--- src/pcs_regs.vh ---
// Constants for the program counter, paging, return stack and indirect addressing block.
// Assumes inclusion by the design files of this block only.
`ifndef PCS_REGS_VH
`define PCS_REGS_VH

`define PCS_ADDR_PTR        4'h0
`define PCS_ADDR_PAGE       4'h1
`define PCS_ADDR_PC         4'h2
`define PCS_ADDR_STK1       4'h3
`define PCS_ADDR_STK2       4'h4
`define PCS_ADDR_WORK       4'h5
`define PCS_ADDR_CFG        4'h6
`define PCS_INDIRECT_ADDR   5'h00
`define PCS_PAGE_PC_LSB     9
`define PCS_PAGE_WORD_BITS  9
`define PCS_PAGE_RESET      2'h0
`define PCS_PTR_RESET       7'h00
`define PCS_STATUS_PAGE_LO  5
`define PCS_STATUS_PAGE_HI  6
`define PCS_INDIRECT_ZERO   8'h00

`endif

--- src/pcs_ram.v ---
// Data register file storage: 4 banks of 32 bytes, registered read data.
// Assumes one write port and one read port on the same clock.
`timescale 1ns/100ps
`default_nettype none
module pcs_ram #(
   parameter AW = 7
) (
   input  wire          sys_clk,
   input  wire          we,
   input  wire [AW-1:0] waddr,
   input  wire [7:0]    wdata,
   input  wire [AW-1:0] raddr,
   output reg  [7:0]    rdata
);
   reg [7:0] mem [0:(1<<AW)-1];

   always @(posedge sys_clk) begin
      if (we) begin
         mem[waddr] <= wdata;
      end
      rdata <= mem[raddr];
   end
endmodule // pcs_ram
`default_nettype wire

--- src/pcs_core.v ---
// Program counter sequencing with paging, two-level return stack and indirect data port.
// Assumes decode pulses from the instruction decoder, one per instruction cycle.
// Contract
// - Page overflow on increment moves to next page; preselect bits unchanged.
// - Jump, call and low-byte write take page from preselect bits.
// - Reset loads program counter with all ones, the reset vector.
// - Reset clears page preselect bits, selecting page zero.
// - Two-entry return stack, each entry as wide as the counter.
// - Call moves entry one to two, then stores counter plus one.
// - Return loads counter from entry one, then copies entry two up.
// - Return-with-literal loads the working register with its literal.
// - Indirect port access goes to register addressed by the pointer.
// - Indirect read with pointer addressing the port returns zero.
// - Indirect write with pointer addressing the port changes nothing.
// - Pointer is five bits non-banked, seven bits banked.
// - Low five pointer bits select address within the 32-byte window.
// - Non-banked pointer bits six and five read as ones.
// - Banked pointer bits six and five select the data bank.
// - Jump supplies counter bits eight to zero from the instruction.
// - Call or low-byte write supplies bits seven to zero, clears bit eight.
// - Status page bits go to counter bits nine and ten on jump, call and low-byte write.
`timescale 1ns/100ps
`default_nettype none
`include "pcs_regs.vh"
module pcs_core #(
   parameter PC_W   = 11,
   parameter BANKED = 1
) (
   input  wire            sys_clk,
   input  wire            nrst,
   input  wire            op_jump,
   input  wire            op_call,
   input  wire            op_retlit,
   input  wire            op_pcl_write,
   input  wire [8:0]      op_target,
   input  wire [7:0]      op_literal,
   input  wire            op_ptr_inc,
   input  wire            dat_wr,
   input  wire            dat_rd,
   input  wire [4:0]      dat_addr,
   input  wire [7:0]      dat_wdata,
   input  wire [3:0]      reg_addr,
   input  wire [7:0]      reg_wdata,
   input  wire            reg_wr,
   input  wire            reg_rd,
   output reg  [7:0]      reg_rdata,
   output reg  [PC_W-1:0] prog_addr,
   output reg  [7:0]      dat_rdata,
   output reg             dat_rvalid
);
   localparam PTR_W = BANKED ? 7 : 5;

   reg  [PC_W-1:0] pc_reg;
   reg  [PC_W-1:0] pc_next;
   reg  [PC_W-1:0] stk1_reg;
   reg  [PC_W-1:0] stk1_next;
   reg  [PC_W-1:0] stk2_reg;
   reg  [PC_W-1:0] stk2_next;
   reg  [1:0]      page_reg;
   reg  [6:0]      ptr_reg;
   reg  [6:0]      ptr_next;
   reg  [7:0]      work_reg;
   reg             self_rd_reg;
   reg             rd_pend_reg;
   wire [PC_W-1:0] pc_inc;
   wire [PC_W-1:0] pc_page_bits;
   wire [6:0]      ptr_view;
   wire            is_ind;
   wire [6:0]      eff_addr;
   wire            ram_we;
   wire [7:0]      ram_rdata;
   wire [6:0]      ptr_inc_val;

   // Plain binary increment carries into the page bits, crossing pages naturally
   assign pc_inc = pc_reg + {{(PC_W-1){1'b0}}, 1'b1};

   // Upper counter bits come from preselect, never from the running page
   generate
      if (PC_W > 9) begin : g_page
         wire [1:0] pg = page_reg;
         assign pc_page_bits = {{(PC_W-9){1'b0}}, 9'h000} |
                               ({{(PC_W-2){1'b0}}, pg} << `PCS_PAGE_PC_LSB);
      end else begin : g_nopage
         assign pc_page_bits = {PC_W{1'b0}};
      end
   endgenerate

   // Unimplemented bank bits read as ones on the non-banked variant
   assign ptr_view = BANKED ? ptr_reg : {2'b11, ptr_reg[4:0]};
   assign is_ind   = (dat_addr == `PCS_INDIRECT_ADDR);
   // Bank bits pick the bank; low five select within the window
   assign eff_addr = is_ind ? (BANKED ? ptr_reg : {2'b00, ptr_reg[4:0]})
                            : {(BANKED ? ptr_reg[6:5] : 2'b00), dat_addr};
   // Pointer addressing the port itself makes the write a no-operation
   assign ram_we   = dat_wr && !(is_ind && ptr_reg[4:0] == `PCS_INDIRECT_ADDR);
   // Non-banked sum stays five bits so the carry never reaches the bank bits
   assign ptr_inc_val = BANKED ? ptr_reg + 7'h01
                               : {2'b00, ptr_reg[4:0] + 5'h01};

   always @* begin
      pc_next   = pc_inc;
      stk1_next = stk1_reg;
      stk2_next = stk2_reg;
      if (op_jump) begin
         pc_next = pc_page_bits | {{(PC_W-9){1'b0}}, op_target};
      end else if (op_call) begin
         stk2_next = stk1_reg;
         stk1_next = pc_inc;
         pc_next   = pc_page_bits | {{(PC_W-8){1'b0}}, op_target[7:0]};
      end else if (op_pcl_write) begin
         pc_next = pc_page_bits | {{(PC_W-8){1'b0}}, dat_wdata};
      end else if (op_retlit) begin
         pc_next   = stk1_reg;
         stk1_next = stk2_reg;
      end
   end

   always @* begin
      ptr_next = ptr_reg;
      if (reg_wr && reg_addr == `PCS_ADDR_PTR) begin
         ptr_next = BANKED ? reg_wdata[6:0] : {2'b00, reg_wdata[4:0]};
      end else if (op_ptr_inc) begin
         ptr_next = ptr_inc_val;
      end
   end

   always @(posedge sys_clk) begin
      if (!nrst) begin
         pc_reg      <= {PC_W{1'b1}};
         prog_addr   <= {PC_W{1'b1}};
         page_reg    <= `PCS_PAGE_RESET;
         stk1_reg    <= {PC_W{1'b0}};
         stk2_reg    <= {PC_W{1'b0}};
         ptr_reg     <= `PCS_PTR_RESET;
         work_reg    <= 8'h00;
         self_rd_reg <= 1'b0;
         rd_pend_reg <= 1'b0;
         dat_rdata   <= 8'h00;
         dat_rvalid  <= 1'b0;
         reg_rdata   <= 8'h00;
      end else begin
         pc_reg      <= pc_next;
         prog_addr   <= pc_next;
         stk1_reg    <= stk1_next;
         stk2_reg    <= stk2_next;
         ptr_reg     <= ptr_next;
         self_rd_reg <= is_ind && ptr_reg[4:0] == `PCS_INDIRECT_ADDR;
         rd_pend_reg <= dat_rd;
         dat_rvalid  <= rd_pend_reg;
         // Self-addressed indirect read yields zero, not stale storage
         dat_rdata   <= self_rd_reg ? `PCS_INDIRECT_ZERO : ram_rdata;
         if (op_retlit) begin
            work_reg <= op_literal;
         end else if (reg_wr && reg_addr == `PCS_ADDR_WORK) begin
            work_reg <= reg_wdata;
         end
         // Preselect only changes by software; increments never touch it
         if (reg_wr && reg_addr == `PCS_ADDR_PAGE) begin
            page_reg <= reg_wdata[`PCS_STATUS_PAGE_HI:`PCS_STATUS_PAGE_LO];
         end
         reg_rdata <= 8'h00;
         if (reg_rd) begin
            if (reg_addr == `PCS_ADDR_PTR) begin
               reg_rdata <= {1'b0, ptr_view};
            end else if (reg_addr == `PCS_ADDR_PAGE) begin
               reg_rdata <= {1'b0, page_reg, 5'h00};
            end else if (reg_addr == `PCS_ADDR_PC) begin
               reg_rdata <= pc_reg[7:0];
            end else if (reg_addr == `PCS_ADDR_STK1) begin
               reg_rdata <= stk1_reg[7:0];
            end else if (reg_addr == `PCS_ADDR_STK2) begin
               reg_rdata <= stk2_reg[7:0];
            end else if (reg_addr == `PCS_ADDR_WORK) begin
               reg_rdata <= work_reg;
            end else if (reg_addr == `PCS_ADDR_CFG) begin
               reg_rdata <= (BANKED != 0) ? 8'h01 : 8'h00;
            end else begin
               reg_rdata <= 8'h00;
            end
         end
      end
   end

   pcs_ram #(
      .AW (7)
   ) u_ram (
      .sys_clk (sys_clk),
      .we      (ram_we),
      .waddr   (eff_addr),
      .wdata   (dat_wdata),
      .raddr   (eff_addr),
      .rdata   (ram_rdata)
   );
endmodule // pcs_core
`default_nettype wire

--- config.mk ---
export PLATFORM = sky130hd
export DESIGN_NAME = pcs_core
export DESIGN_NICKNAME = d
export VERILOG_FILES = /design/src/pcs_ram.v /design/src/pcs_core.v
export VERILOG_INCLUDE_DIRS = /design/src
export SDC_FILE = /design/constraint.sdc
export NUM_CORES = 1
export LEC_CHECK = 0
export BUFFER_PORTS_ARGS = -buffer_cell sky130_fd_sc_hd__buf_2
export CAP_MARGIN = 15
export CORE_ASPECT_RATIO = 1.4
export CORE_MARGIN = 2
export CORE_UTILIZATION = 50
export CTS_CLUSTER_DIAMETER = 120
export DETAILED_ROUTE_END_ITERATION = 10
export GPL_ROUTABILITY_DRIVEN = 0
export PLACE_DENSITY = 0.72
export SLEW_MARGIN = 20
export SYNTH_ARGS = -nofsm -noshare
export SYNTH_HDL_FRONTEND = slang
export SYNTH_SLANG_ARGS = --single-unit
--- constraint.sdc ---
create_clock -name sys_clk -period 2.95 [get_ports sys_clk]
set_input_delay 0.4425 -clock sys_clk [delete_from_list [all_inputs] [get_ports sys_clk]]
set_output_delay 0.4425 -clock sys_clk [all_outputs]
set_load 0.005 [all_outputs]
==> flow_summary.ini <==
[finish]
fillCellCount = 6301
largest_register_ffs = 1024
final_cell_count_no_fill = 4697
fin_nets = 3495
final_cell_mix = 1024 x edfxtp_1, 425 x buf_4, 364 x mux2i_1
area_delta_synth_final_pct = 20.9
stdcell_area_um2 = 53200
final_common_cell = edfxtp_1
largest-register = u_ram.mem
drive_gt1_frac = 0.238

[global_route]
grt_max_degree = 82
grt_pass1_vias = 28800
track_usage = 0.283
grt_pass1_wl_um = 187000
antenna_found_initial = 4
grt_overflow = 0

[synthesis]
postSynthNetCount = 2996
avgSynthCellArea_um2 = 15.0
syn-cell-area_um2 = 44000
netlist.area_leader.share = 0.699
synthArstFlopShare = 0
synth_top_cell_by_area = edfxtp_1
synthDistinctLibCells = 70
yosys-top-cells-area = edfxtp_1 70%, mux2i_1 8.4%, dfxtp_1 3.5%
synth_edf_count = 1024
synth_seq_cells = 1101
syn_inst = 2940
synth-seq-area-share = 0.734
yosysWarnings = 0
ys.flop_type = edfxtp_1

[power]
internal-power_mw = 25.9
combinationalPowerShare = 0.072
leakage_nw = 19.1
p_clk_frac = 0.410
ir_worst_vdd_uv = 466
power_density_nw_per_um2 = 626
switchingPower_mw = 7.37
seq_power_share = 0.517
switching_share = 0.222

[sta]
max_freq_mhz = 325
setup_ws_ns = -0.123
clock_skew_ns = 0.0444
max_slew_margin = 0.363
fin_crit_sh = 1.04
final.min_clock_period_ns = 3.07
slew_violations = 0
rsz0062_at_grt = true
fin_tns_setup_ns = -0.123
finalSetupViolCount = 1
holdWs_ns = 0.0202
hold_viol_final = 0
worstMarginPinSlew_ns = 0.955

[clock_network]
clkLatencyLatePin_ns = 0.69
clk_pin_slew_ns = 0.07
cts.sinks = 1101
htree_levels = 3
cts_tree = yes
clock_path_buffers = 3
cts_buffers = 98
root_buffer = clkbuf_16

[routing]
viasPerCell = 6.15
drc = 0
totalWireLength_um = 129000
antenna_left = 0
vias = 28900
wl_per_cell_um = 27.4
drt_first_iter_violations = 3716
dr.pass1.iters = 6

[floorplanning]
core_area_um2 = 87100
die_area_um2 = 90400
die_h_um = 355
die_width_um = 255
io_pins = 81
start_util = 0.505
rows = 128

[placement]
place_inst = 4492
io_buffers = 80
pre_cts_ws_ns = -0.693
hpwl_um = 86700
placed_area_um2 = 49100

[worst_setup_path]
reg2reg_depth = 13
worst_ep_arrival_time_ns = 3.64
worstSetupPathDepth = 13
critPathMaxStageDelay_ns = 0.54
cp_top_family = simple AND/OR/NAND/NOR gates
worstSetupPathType = reg -> reg
worstReg2RegEnd = u_ram.rdata[1]$_DFF_P_
worst-path-buf-inv = 5
path_cells = nor2b_4, a21oi_4, buf_12, buf_6, buf_6, buf_12, mux2i_2, o22ai_1, o21ai_2, buf_4, nand3_1, or4_4, or3_1
regToRegSetupSlack_ns = -0.12
crit_required_ns = 3.52
crit_start = ptr_reg[0]$_SDFFE_PN0P_
rr_startpoint = ptr_reg[0]$_SDFFE_PN0P_
worstSetupStartpointType = flop
end_kind = flop
cp_max_fo = 11
slowest_stage = or4_4
crit_end = u_ram.rdata[1]$_DFF_P_

[run_status]
violations = setup timing
status = finished with violations

[flow_run]
maxCapViolCount = 0

[worst_hold_path]
hold_class = in -> reg
cells in the mapped netlist (11+ instances only):
cell type,n
nand2b_1,11
dfxtp_1,77
edfxtp_1,1024
and3_1,15
a22oi_1,12
buf_1,16
a21boi_0,11
nand2_1,352
buf_2,46
o211ai_1,14
buf_6,23
nor4_1,28
nor2b_1,13
and2_1,22
buf_4,38
nand4_1,19
o21ai_0,93
a21oi_1,105
mux2i_1,369
clkbuf_1,50
o211a_1,15
a31oi_1,15
nor2_1,184
o22ai_1,153
mux4_2,12
nand3_1,79
nor3_1,19
cells by family after synthesis:
| kind of cell | Yosys count | synth area share |
|---|---|---|
| flops | 1101 | 0.734 |
| xor+xnor | 15 | 0.00299 |
| compound gates | 494 | 0.0717 |
| buf+inv | 181 | 0.0239 |
| mux | 383 | 0.0906 |
| fa+ha+maj | 3 | 0.000853 |
| simple gates | 763 | 0.0761 |
per-layer routing:
layer  GRT usage  vias to the layer above  wire length, µm
li1            -                    12300                -
met1       0.342                    14300            44800
met2       0.456                     1845            61100
met3      0.0578                      437            12800
met4       0.199                        4            10200
met5           0                        -               25
worst min-delay path by stage:
| stage | cells after the start | from | slack [ns] | end |
|---|---|---|---|---|
| finish | 3 | op_target[8] | 0.02 | pc_reg[8]$_SDFF_PN1_ |
| global route | 2 | reg_wdata[2] | 0.02 | ptr_reg[2]$_SDFFE_PN0P_ |
| CTS | 2 | reg_wdata[2] | 0.0004 | ptr_reg[2]$_SDFFE_PN0P_ |
| detailed placement | 1 | rd_pend_reg$_SDFF_PN0_ | 0.43 | dat_rvalid$_SDFF_PN0_ |
| global placement | 1 | rd_pend_reg$_SDFF_PN0_ | 0.43 | dat_rvalid$_SDFF_PN0_ |
| floorplan | 1 | u_ram.rdata[0]$_DFF_P_ | 0.41 | dat_rdata[0]$_SDFF_PP0_ |
metrics by stage:
stage,power (mW),utilization
after global routing,34.1,0.610
after floorplan,18.6,-
after detailed placement,19.8,0.564
final,33.3,0.610
after global placement,19.8,0.564
after CTS,33.3,0.607
worst reg2reg max path, stage by stage (launching register included):
cell and delay, ns:
dfxtp_1 0.32, nor2b_4 0.14, a21oi_4 0.14, buf_12 0.15, buf_6 0.15, buf_6 0.16
buf_12 0.17, mux2i_2 0.25, o22ai_1 0.14, o21ai_2 0.22, buf_4 0.14, nand3_1 0.10
or4_4 0.54, or3_1 0.32
cell type report:
cell class                      instances  area (µm²)  share of cell area
Antenna cell                            2        5.00           0.0000941
Clock buffer                          113        2510              0.0472
Clock inverter                         73         917              0.0172
Inverter                                8        30.0            0.000565
Multi-Input combinational cell       1658       11100               0.208
Sequential cell                      1101       32300               0.607
Tap cell                             1170        1460              0.0275
Timing Repair Buffer                  572        4900              0.0922
power by group through the flow:
stage | registers (mW) | logic (mW) | clock network [mW]
finish | 17.2 | 2.40 | 13.7
global route | 17.2 | 2.51 | 14.3
CTS | 17.2 | 2.32 | 13.7
detailed placement | 17.6 | 2.27 | 0
global placement | 17.5 | 2.22 | 0
floorplan | 17.5 | 1.08 | 0
timing repair:
action                                  CTS  global route
cloned                                    1             1
pin swaps                                 8            10
resized for setup                        58            76
endpoints found under the hold margin    11             0
buffers inserted                          4             1
endpoints found under the setup margin  206           296
hold buffers                             11             0
Power figures use the tool's default switching activity.
